--- src/core/ncs_pkg.sv ---
package ncs_pkg;
    // ********************************
    // timing
    // ********************************
    localparam int CLK_NS = 20;
    localparam int STB_LO_NS = 40;
    localparam int STB_HI_NS = 40;
    localparam int SETTLE_NS = 100;
    localparam int STB_LO_CYC = (STB_LO_NS + CLK_NS - 1) / CLK_NS;
    localparam int STB_HI_CYC = (STB_HI_NS + CLK_NS - 1) / CLK_NS;
    localparam int SETTLE_CYC = (SETTLE_NS + CLK_NS - 1) / CLK_NS;
    localparam int TMR_W = 8;
    // ********************************
    // flash command bytes
    // ********************************
    localparam logic [7:0] C_RD_SETUP = 8'h00;
    localparam logic [7:0] C_RD_CONF = 8'h30;
    localparam logic [7:0] C_CACHE_RD = 8'h31;
    localparam logic [7:0] C_CACHE_END = 8'h3F;
    localparam logic [7:0] C_COPY_RD = 8'h35;
    localparam logic [7:0] C_COL_OUT = 8'h05;
    localparam logic [7:0] C_COL_OUT_CONF = 8'hE0;
    localparam logic [7:0] C_PROG_SETUP = 8'h80;
    localparam logic [7:0] C_COL_IN = 8'h85;
    localparam logic [7:0] C_PROG_CONF = 8'h10;
    localparam logic [7:0] C_CACHE_PROG = 8'h15;
    localparam logic [7:0] C_STATUS = 8'h70;
    localparam logic [2:0] NA_COL = 3'h2;
    localparam logic [2:0] NA_FULL = 3'h5;
    // ********************************
    // register map, word addresses
    // ********************************
    localparam logic [2:0] REG_OP = 3'h0;
    localparam logic [2:0] REG_ROW = 3'h1;
    localparam logic [2:0] REG_COL = 3'h2;
    localparam logic [2:0] REG_DATA = 3'h3;
    localparam logic [2:0] REG_STAT = 3'h4;
    localparam int ST_ERR = 2;
    localparam logic [1:0] K_CMD = 2'h0;
    localparam logic [1:0] K_ADR = 2'h1;
    localparam logic [1:0] K_DIN = 2'h2;
    localparam logic [1:0] K_DOUT = 2'h3;

    typedef enum logic [3:0] {
        OP_NONE = 4'h0, OP_PAGE_READ = 4'h1, OP_CACHE_SEQ = 4'h2, OP_CACHE_RAND = 4'h3,
        OP_CACHE_END = 4'h4, OP_COPY_READ = 4'h5, OP_COL_OUT = 4'h6, OP_PROG_SETUP = 4'h7,
        OP_COL_IN = 4'h8, OP_PROG_CONF = 4'h9, OP_CACHE_PROG = 4'hA, OP_COPY_PROG = 4'hB,
        OP_STATUS = 4'hC
    } ncs_op_e;

    typedef enum logic [2:0] {
        S_IDLE = 3'h0, S_C1 = 3'h1, S_ADDR = 3'h2, S_RD1 = 3'h3,
        S_C2 = 3'h4, S_SETTLE = 3'h5, S_WAIT_RB = 3'h6, S_XFER = 3'h7
    } ncs_state_e;

    typedef struct packed {
        logic cle;
        logic ale;
        logic ce_n;
        logic we_n;
        logic re_n;
        logic wp_n;
        logic dq_oe;
        logic [7:0] dq_out;
    } ncs_pins_s;

    typedef struct packed {
        logic [7:0] c1;
        logic [2:0] na;
        logic c2v;
        logic [7:0] c2;
        logic wrb;
        logic rd1;
    } ncs_seq_s;

    localparam ncs_pins_s PIN_RST = '{cle: 1'h0, ale: 1'h0, ce_n: 1'h1, we_n: 1'h1,
        re_n: 1'h1, wp_n: 1'h0, dq_oe: 1'h0, dq_out: 8'h00};
endpackage

--- src/core/ncs_nand_host.sv ---
// The implementer's own choices: the Avalon-MM register port and the address map.
`timescale 1ns/100ps
// What this block does
// - page read before first cache read
// - cache read before cache read end
// - random cache read: 00h-30h, then 00h-31h
// - status in cache read, 00h resumes
// - copy-back data may be checked first
// - ascending pages, limited partial programs
// - program: 80h, five addresses, data
// - last cache-program page uses 10h
// - copy-back program: 85h, address, data, 10h
// - copy-back only within same block parity
// - while busy only status commands
module ncs_nand_host
    import ncs_pkg::*;
#(
    parameter int PG_BITS = 6,
    parameter int PP_LIMIT = 4
) (
    input logic mclk,
    input logic nrst,
    input logic clk_en,
    input logic [2:0] avs_address,
    input logic avs_read,
    input logic avs_write,
    input logic [31:0] avs_writedata,
    output logic [31:0] avs_readdata,
    output logic avs_waitrequest,
    output ncs_pins_s nand_pins,
    input logic [7:0] dq_in,
    input logic rb_n
);
    ncs_state_e st;
    ncs_state_e nst;
    ncs_state_e post_adr;
    ncs_state_e post_c1;
    ncs_op_e cur;
    ncs_op_e wop;
    ncs_seq_s sq;
    logic act, ph, bdone, rd_got, err, xrd, tz;
    logic g_allow, g_base, g_cact, g_rdses, g_lded, g_cpy;
    logic [7:0] rbyte, xbyte, nstat, bbyte;
    logic [1:0] bk;
    logic [2:0] ai;
    logic [23:0] row;
    logic [15:0] col;
    logic [TMR_W-1:0] tval;

    // ********************************
    // register bus decode
    // ********************************
    wire sel_op = avs_address == REG_OP;
    wire sel_row = avs_address == REG_ROW;
    wire sel_col = avs_address == REG_COL;
    wire sel_data = avs_address == REG_DATA;
    wire sel_stat = avs_address == REG_STAT;
    wire rq = avs_read || avs_write;
    wire commit = rq && !avs_waitrequest;
    wire eng_idle = st == S_IDLE && !act;
    assign wop = ncs_op_e'(avs_writedata[3:0]);
    wire op_req = avs_write && sel_op;
    wire op_ok = g_allow && (rb_n || wop == OP_STATUS);
    wire accept_op = commit && op_req && op_ok;
    wire refuse = commit && op_req && !op_ok;
    wire din_go = commit && avs_write && sel_data;
    wire dout_go = avs_read && sel_data && eng_idle && !rd_got && avs_waitrequest;
    wire need_idle = op_req || (avs_write && sel_data);
    wire rdy = (avs_read && sel_data) ? rd_got : (need_idle ? eng_idle : 1'h1);
    wire answer = rq && avs_waitrequest && rdy;
    // nand status byte carries cache-ready and array-idle bits
    wire [31:0] stat_w = {16'h0000, nstat, 2'h0, g_lded, g_cact, g_rdses, err, rb_n, !eng_idle};
    wire [31:0] rmux = sel_stat ? stat_w :
                       sel_row ? {8'h00, row} :
                       sel_col ? {16'h0000, col} :
                       sel_data ? {24'h000000, rbyte} :
                       sel_op ? {28'h0000000, cur} : 32'h00000000;

    // waitrequest idles high; drops for exactly the answering cycle
    always_ff @(posedge mclk) begin
        if (!nrst) begin
            avs_waitrequest <= 1'h1;
            avs_readdata <= 32'h00000000;
        end else if (clk_en) begin
            avs_waitrequest <= !answer;
            if (answer) begin
                avs_readdata <= rmux;
            end
        end
    end

    always_ff @(posedge mclk) begin
        if (!nrst) begin
            row <= 24'h000000;
            col <= 16'h0000;
            err <= 1'h0;
            xbyte <= 8'h00;
            xrd <= 1'h0;
            rd_got <= 1'h0;
            nstat <= 8'h00;
            cur <= OP_NONE;
        end else if (clk_en) begin
            if (commit && avs_write && sel_row) begin
                row <= avs_writedata[23:0];
            end
            if (commit && avs_write && sel_col) begin
                col <= avs_writedata[15:0];
            end
            // a refusal in the clearing cycle keeps the flag
            if (refuse) begin
                err <= 1'h1;
            end else if (commit && avs_write && sel_stat && avs_writedata[ST_ERR]) begin
                err <= 1'h0;
            end
            if (din_go) begin
                xbyte <= avs_writedata[7:0];
                xrd <= 1'h0;
            end else if (dout_go) begin
                xrd <= 1'h1;
            end
            if (st == S_XFER && bdone && xrd) begin
                rd_got <= 1'h1;
            end else if (commit) begin
                rd_got <= 1'h0;
            end
            if (st == S_RD1 && bdone) begin
                nstat <= rbyte;
            end
            if (accept_op) begin
                cur <= wop;
            end
        end
    end

    // ********************************
    // command sequences
    // ********************************
    always_comb begin
        sq = '{c1: C_STATUS, na: 3'h0, c2v: 1'h0, c2: C_RD_SETUP, wrb: 1'h0, rd1: 1'h0};
        case (cur)
            OP_PAGE_READ: begin
                sq.c1 = C_RD_SETUP;
                sq.na = NA_FULL;
                sq.c2v = 1'h1;
                sq.c2 = C_RD_CONF;
                sq.wrb = 1'h1;
            end
            OP_CACHE_SEQ: begin
                sq.c1 = C_CACHE_RD;
                sq.wrb = 1'h1;
            end
            OP_CACHE_RAND: begin
                sq.c1 = C_RD_SETUP;
                sq.na = NA_FULL;
                sq.c2v = 1'h1;
                sq.c2 = C_CACHE_RD;
                sq.wrb = 1'h1;
            end
            OP_CACHE_END: begin
                sq.c1 = C_CACHE_END;
                sq.wrb = 1'h1;
            end
            OP_COPY_READ: begin
                sq.c1 = C_RD_SETUP;
                sq.na = NA_FULL;
                sq.c2v = 1'h1;
                sq.c2 = C_COPY_RD;
                sq.wrb = 1'h1;
            end
            OP_COL_OUT: begin
                sq.c1 = C_COL_OUT;
                sq.na = NA_COL;
                sq.c2v = 1'h1;
                sq.c2 = C_COL_OUT_CONF;
            end
            OP_PROG_SETUP: begin
                sq.c1 = C_PROG_SETUP;
                sq.na = NA_FULL;
            end
            OP_COL_IN: begin
                sq.c1 = C_COL_IN;
                sq.na = NA_COL;
            end
            OP_COPY_PROG: begin
                sq.c1 = C_COL_IN;
                sq.na = NA_FULL;
            end
            OP_PROG_CONF: begin
                sq.c1 = C_PROG_CONF;
                sq.wrb = 1'h1;
            end
            OP_CACHE_PROG: begin
                sq.c1 = C_CACHE_PROG;
                sq.wrb = 1'h1;
            end
            OP_STATUS: begin
                sq.rd1 = 1'h1;
                sq.c2v = g_rdses;
            end
            default: begin
            end
        endcase
    end

    assign post_adr = sq.rd1 ? S_RD1 : (sq.c2v ? S_C2 : (sq.wrb ? S_SETTLE : S_IDLE));
    assign post_c1 = sq.na != 3'h0 ? S_ADDR : post_adr;
    wire last_adr = ai == sq.na - 3'h1;

    always_comb begin
        nst = st;
        case (st)
            S_IDLE: begin
                if (accept_op) begin
                    nst = S_C1;
                end else if (din_go || dout_go) begin
                    nst = S_XFER;
                end
            end
            S_C1: nst = bdone ? post_c1 : st;
            S_ADDR: nst = (bdone && last_adr) ? post_adr : st;
            S_RD1: nst = bdone ? (sq.c2v ? S_C2 : S_IDLE) : st;
            S_C2: nst = bdone ? (sq.wrb ? S_SETTLE : S_IDLE) : st;
            S_SETTLE: nst = tz ? S_WAIT_RB : st;
            S_WAIT_RB: nst = rb_n ? S_IDLE : st;
            S_XFER: nst = bdone ? S_IDLE : st;
            default: nst = S_IDLE;
        endcase
    end

    always_ff @(posedge mclk) begin
        if (!nrst) begin
            st <= S_IDLE;
            ai <= 3'h0;
        end else if (clk_en) begin
            st <= nst;
            ai <= (st == S_ADDR) ? (bdone ? ai + 3'h1 : ai) : 3'h0;
        end
    end

    // ********************************
    // pin cycle engine
    // ********************************
    wire bus_st = st == S_C1 || st == S_ADDR || st == S_RD1 || st == S_C2 || st == S_XFER;
    wire bstart = bus_st && !act && !bdone;
    wire to_hi = act && tz && !ph;
    wire enter_settle = nst == S_SETTLE && st != S_SETTLE;
    wire tload = bstart || to_hi || enter_settle;
    // random cache reads send column zero; the target ignores it anyway
    wire [15:0] col_use = cur == OP_CACHE_RAND ? 16'h0000 : col;
    wire [39:0] adr_sh = {row, col_use} >> {ai, 3'h0};

    assign tval = bstart ? TMR_W'(STB_LO_CYC - 1) : (to_hi ? TMR_W'(STB_HI_CYC - 1) : TMR_W'(SETTLE_CYC - 1));
    assign bk = st == S_ADDR ? K_ADR :
                (st == S_RD1 || (st == S_XFER && xrd)) ? K_DOUT :
                st == S_XFER ? K_DIN : K_CMD;
    assign bbyte = st == S_ADDR ? adr_sh[7:0] :
                   st == S_C2 ? sq.c2 :
                   st == S_XFER ? xbyte : sq.c1;

    ncs_timer #(
        .W(TMR_W)
    ) u_timer (
        .mclk(mclk),
        .nrst(nrst),
        .clk_en(clk_en),
        .load(tload),
        .val(tval),
        .zero(tz)
    );

    ncs_guard #(
        .PG_BITS(PG_BITS),
        .PP_LIMIT(PP_LIMIT)
    ) u_guard (
        .mclk(mclk),
        .nrst(nrst),
        .clk_en(clk_en),
        .op(wop),
        .go(accept_op),
        .din(din_go),
        .row(row),
        .allow(g_allow),
        .base(g_base),
        .cact(g_cact),
        .rdses(g_rdses),
        .lded(g_lded),
        .cpy(g_cpy)
    );

    // strobe low phase, then high phase; latches happen on the rising strobe
    always_ff @(posedge mclk) begin
        if (!nrst) begin
            nand_pins <= PIN_RST;
            act <= 1'h0;
            ph <= 1'h0;
            bdone <= 1'h0;
            rbyte <= 8'h00;
        end else if (clk_en) begin
            bdone <= 1'h0;
            nand_pins.ce_n <= 1'h0;
            nand_pins.wp_n <= 1'h1;
            if (bstart) begin
                act <= 1'h1;
                ph <= 1'h0;
                nand_pins.cle <= bk == K_CMD;
                nand_pins.ale <= bk == K_ADR;
                nand_pins.dq_oe <= bk != K_DOUT;
                nand_pins.dq_out <= bbyte;
                nand_pins.we_n <= bk == K_DOUT;
                nand_pins.re_n <= bk != K_DOUT;
            end else if (to_hi) begin
                ph <= 1'h1;
                nand_pins.we_n <= 1'h1;
                nand_pins.re_n <= 1'h1;
                if (!nand_pins.re_n) begin
                    rbyte <= dq_in;
                end
            end else if (act && tz) begin
                act <= 1'h0;
                bdone <= 1'h1;
                nand_pins.cle <= 1'h0;
                nand_pins.ale <= 1'h0;
                nand_pins.dq_oe <= 1'h0;
            end
        end
    end
endmodule // ncs_nand_host

--- src/core/ncs_timer.sv ---
`timescale 1ns/100ps
module ncs_timer #(
    parameter int W = 8
) (
    input logic mclk,
    input logic nrst,
    input logic clk_en,
    input logic load,
    input logic [W-1:0] val,
    output logic zero
);
    logic [W-1:0] cnt;

    always_ff @(posedge mclk) begin
        if (!nrst) begin
            cnt <= '0;
        end else if (clk_en) begin
            if (load) begin
                cnt <= val;
            end else if (cnt != '0) begin
                cnt <= cnt - 1'h1;
            end
        end
    end

    assign zero = cnt == '0;
endmodule // ncs_timer

--- src/core/ncs_guard.sv ---
`timescale 1ns/100ps
module ncs_guard
    import ncs_pkg::*;
#(
    parameter int PG_BITS = 6,
    parameter int PP_LIMIT = 4
) (
    input logic mclk,
    input logic nrst,
    input logic clk_en,
    input ncs_op_e op,
    input logic go,
    input logic din,
    input logic [23:0] row,
    output logic allow,
    output logic base,
    output logic cact,
    output logic rdses,
    output logic lded,
    output logic cpy
);
    localparam int PW = $clog2(PP_LIMIT + 1);
    logic popen, cbv, spar, cpend, lrv;
    logic [23:0] lrow;
    logic [PW-1:0] pcnt;

    wire [23:0] pmask = (24'h1 << PG_BITS) - 24'h1;
    wire same_blk = (row >> PG_BITS) == (lrow >> PG_BITS);
    wire [23:0] pg = row & pmask;
    wire [23:0] lpg = lrow & pmask;
    wire seq_ok = !lrv || !same_blk || pg > lpg || (pg == lpg && pcnt < PW'(PP_LIMIT));
    wire par_ok = row[PG_BITS] == spar;

    always_comb begin
        case (op)
            OP_PAGE_READ, OP_COPY_READ: allow = !cpend;
            OP_CACHE_SEQ, OP_CACHE_RAND: allow = base;
            OP_CACHE_END: allow = cact;
            OP_COL_OUT: allow = rdses;
            OP_PROG_SETUP: allow = seq_ok;
            OP_COL_IN: allow = popen;
            OP_PROG_CONF: allow = popen && (lded || cpy);
            OP_CACHE_PROG: allow = popen && lded && !cpy;
            OP_COPY_PROG: allow = cbv && par_ok && seq_ok && !cpend;
            OP_STATUS: allow = 1'h1;
            default: allow = 1'h0;
        endcase
    end

    always_ff @(posedge mclk) begin
        if (!nrst) begin
            {base, cact, rdses, lded, cpy, popen, cbv, spar, cpend, lrv} <= '0;
            lrow <= 24'h000000;
            pcnt <= '0;
        end else if (clk_en) begin
            if (din && popen) begin
                lded <= 1'h1;
            end
            if (go) begin
                case (op)
                    OP_PAGE_READ: begin
                        // a plain page read opens a read session but never arms copy-back
                        {base, cact, rdses, cbv} <= 4'hA;
                    end
                    OP_CACHE_SEQ, OP_CACHE_RAND: begin
                        {cact, rdses, cbv} <= 3'h6;
                    end
                    OP_CACHE_END: begin
                        {base, cact} <= 2'h0;
                    end
                    OP_COPY_READ: begin
                        {base, cact, rdses, cbv} <= 4'h3;
                        spar <= row[PG_BITS];
                    end
                    OP_PROG_SETUP, OP_COPY_PROG: begin
                        {base, cact, rdses, cbv, lded} <= 5'h00;
                        popen <= 1'h1;
                        cpy <= op == OP_COPY_PROG;
                        lrv <= 1'h1;
                        lrow <= row;
                        pcnt <= (lrv && row == lrow) ? pcnt + 1'h1 : PW'(1);
                    end
                    OP_PROG_CONF: begin
                        {popen, lded, cpy, cpend} <= 4'h0;
                    end
                    OP_CACHE_PROG: begin
                        {popen, lded} <= 2'h0;
                        cpend <= 1'h1;
                    end
                    default: begin
                    end
                endcase
            end
        end
    end
endmodule // ncs_guard

--- config.mk ---
export PLATFORM = sky130hd
export DESIGN_NAME = ncs_nand_host
export DESIGN_NICKNAME = d
export VERILOG_FILES = /design/src/core/ncs_pkg.sv /design/src/core/ncs_nand_host.sv /design/src/core/ncs_timer.sv /design/src/core/ncs_guard.sv
export SDC_FILE = /design/constraint.sdc
export NUM_CORES = 1
export LEC_CHECK = 0
export BUFFER_PORTS_ARGS = -buffer_cell sky130_fd_sc_hd__buf_2
export CAP_MARGIN = 30
export CORE_ASPECT_RATIO = 1.5
export CORE_MARGIN = 5
export CORE_UTILIZATION = 55
export DETAILED_ROUTE_END_ITERATION = 12
export GPL_TIMING_DRIVEN = 0
export PLACE_DENSITY = 0.82
export SETUP_SLACK_MARGIN = 0.5
export SYNTH_ARGS = -nofsm -noshare
export SYNTH_HDL_FRONTEND = slang
export SYNTH_SLANG_ARGS = --single-unit
--- constraint.sdc ---
create_clock -name mclk -period 6.7 [get_ports mclk]
set_input_delay 1.005 -clock mclk [delete_from_list [all_inputs] [get_ports mclk]]
set_output_delay 1.005 -clock mclk [all_outputs]
set_load 0.02 [all_outputs]
==> results.toml <==
[status]
status = "finished clean"

[clock_network]
htreeDepth = 4
cts_hold_buf = 0
insertion_delay_ns = 0.43
cts_buffers = 17
cts.sinks = 165
post_cts_buffers = 0
clk_pin_slew_ns = 0.06
tritoncts = "yes"
ctsResizeCount = 0
clockBufferDepth = 2
cts_root_buffer = "clkbuf_16"

[grt]
grt-ovfl-total = 0
grt_pass1_vias = 8253
grt.total_usage_pct = 30.0
antenna_found_initial = 0
grt_pass1_wl_um = 43000
grt_max_degree = 17

[final_layout]
multi_input_comb_area_um2 = 4790
layout-drive-gt1-share_pct = 13.8
nets = 1269
n_fill_cell = 1397
antenna_cells = 0
regArea_um2 = 3300
syn_to_final_growth_pct = 14.6

[pwr]
switching_share_pct = 30.5
netSwitchingPower_mw = 0.760
leakage_nw = 3.70
peakVddDrop_mv = 0.221
power.internal_mw = 1.73
pwr-share-seq_pct = 42.8
clkPwrFrac_pct = 37.2
p_comb_share_pct = 20.0
power.density_nw_per_um2 = 255

[route]
vias_per_cell = 6.03
detail-route-antenna-nets = 0
drc = 0
first_iter_violations = 822
wl_um = 27600
wl_per_cell_um = 19.4
num_vias = 8568
firstDrtPassIters = 9

[place]
place_ws_ns = 2.94
place.detailed.hpwl_um = 20900
gp_congestion = 1.02
io_buffers = 76

[timing]
finalCritPeriodShare_pct = 51.8
slew_viol_final = 0
period_needed_ns = 3.47
final_hold_viol_count = 0
rsz0062_at_grt = "no"
slew_headroom_pct = 42.6
tns_ns = 0
holdWs_ns = 0.449
setup_viol = 0
worst_slack_ns = 3.23
tightest_slew_ns = 0.860
skew_ns = 0.00793
fmax_ghz = 0.288

[synth]
synth-edff-count = 0
synth-simple-area-share_pct = 24.9
ys.warnings.count = 0
muxShareOfSynthArea_pct = 5.83
synth.top_cell.area_share_pct = 38.8
synth_xor_area_share_pct = 2.36
post-synth-top-count-cell = "nand2_1"
synth_seq_cells = 165
synth_compound_area_share_pct = 21.1
async_flop_share_pct = 0
synthAdderAreaFrac_pct = 1.62
syn-mean-instance-area_um2 = 7.72
synth_area_leaders = "dfxtp_1 (39%), nand2_1 (8.6%), a21oi_1 (7.7%)"
postSynthCellCount = 1104
yosys-top-cells-count = "nand2_1 (195), dfxtp_1 (165), a21oi_1 (131), nor2_1 (120), clkbuf_1 (61)"
synth_top_family_by_area = "simple AND/OR/NAND/NOR gates"
ys_seq_area_share_pct = 38.8
netlist_area_um2 = 8520
synth_flop_cell = "dfxtp_1"
synth_cell_types = 72
yosysTopAreaCell = "dfxtp_1"

[setup_path]
worstPathArrival_ns = 3.78
cp_data_required_time_ns = 7.01
startpoint_type = "flop"
cp-end-kind = "flop"
crit_fanout = 10
crit_type = "reg2reg"

[run]
cap_violations = 0

[die]
std_cell_rows = 55
die-area_um2 = 18100
initial_core_util_pct = 56.3
io_pins = 97
placeableCoreArea_um2 = 15100
die_y_um = 162
chipWidth_um = 112

[hold_path]
min_path_type = "reg2reg"
-- final cells by class --
class | count | area share, %
repair buffers | 79 | 4.11
well taps | 199 | 2.55
flip-flops and latches | 165 | 33.8
clock buffers | 22 | 5.06
plain buffers | 87 | 3.99
multi-input cells | 841 | 49.1
inverters | 18 | 0.692
clock inverters | 9 | 0.692
-- metrics by stage --
stage,power [mW],utilization [%],std cells,instance area [µm²]
finish,2.49,64.5,1420,9760
CTS,2.49,64.5,1420,9760
global placement,1.57,60.6,1386,9170
global route,2.60,64.5,1420,9760
floorplan,1.44,-,1111,8540
detailed placement,1.58,60.8,1389,9200
-- final timing paths --
path                                    start        endpoint  slack, ns  cells past startpoint
worst max-delay path                   cur[2]  u_timer.cnt[1]       3.23                     15
worst min-delay path            nand_pins[12]   nand_pins[12]       0.45                      1
worst max register to register         cur[2]  u_timer.cnt[1]       3.23                     15
worst min register to register  nand_pins[12]   nand_pins[12]       0.45                      1
-- flip-flops by register name, summed over array words and instances (netlist names), 3 cells and up --
register	cells
avs_readdata	24
row	24
u_guard.lrow	24
col	16
nand_pins	15
nstat	8
rbyte	8
u_timer.cnt	8
xbyte	8
cur	4
ai	3
st	3
u_guard.pcnt	3
-- power groups by stage --
stage,clock [mW],combinational [mW],sequential (mW)
CTS,0.933,0.495,1.07
floorplan,0,0.332,1.10
global route,0.980,0.550,1.07
global placement,0,0.483,1.09
finish,0.927,0.498,1.07
detailed placement,0,0.490,1.09
-- metal layers --
metal	part of all wire (%)	wire length, µm	track usage [%]
met3	7.0	1940	5.61
met4	6.6	1820	19.1
met1	36	10000	32.3
met2	50	13800	53.5
met5	0	0	0
-- placed cells by master, fill, tap and decap left out, types with 9 or more instances in the layout --
cell / instances
nand2_1: 195
dfxtp_1: 165
a21oi_1: 131
nor2_1: 120
buf_2: 89
clkbuf_1: 61
a22oi_1: 29
nand3_1: 28
nor3_1: 28
mux2i_1: 26
o21ai_0: 23
mux2_2: 21
xnor2_1: 18
nor2b_1: 17
clkbuf_16: 17
inv_1: 16
nand2b_1: 15
nand4_1: 13
o22ai_1: 11
o21ai_1: 11
a31oi_1: 11
a211oi_1: 11
ha_1: 11
buf_4: 9
-- worst max-delay path, cell delays in order (launching register included) --
cell and delay [ns]:
dfxtp_1 0.30, buf_2 0.16, clkbuf_1 0.36, nor2_1 0.10
nand2_1 0.10, o21ai_0 0.07, nor2b_1 0.16, ha_1 0.30
xnor2_1 0.14, nand2_1 0.10, o31ai_2 0.31, a41oi_2 0.20
or4_4 0.61, buf_6 0.17, a41oi_2 0.17, o22ai_1 0.10
-- cells by family (layout without fill, tap and decap cells) --
family,after synthesis,after routing
buffers and inverters,105,215
xor gates and xnor gates,23,23
adders and majority gates,11,11
DFF,165,165
muxes,47,47
and+or+nand+nor,465,465
AOI/OAI and AO/OA,287,287
other,1,8
Note: power is estimated with default switching activity, not from simulation.
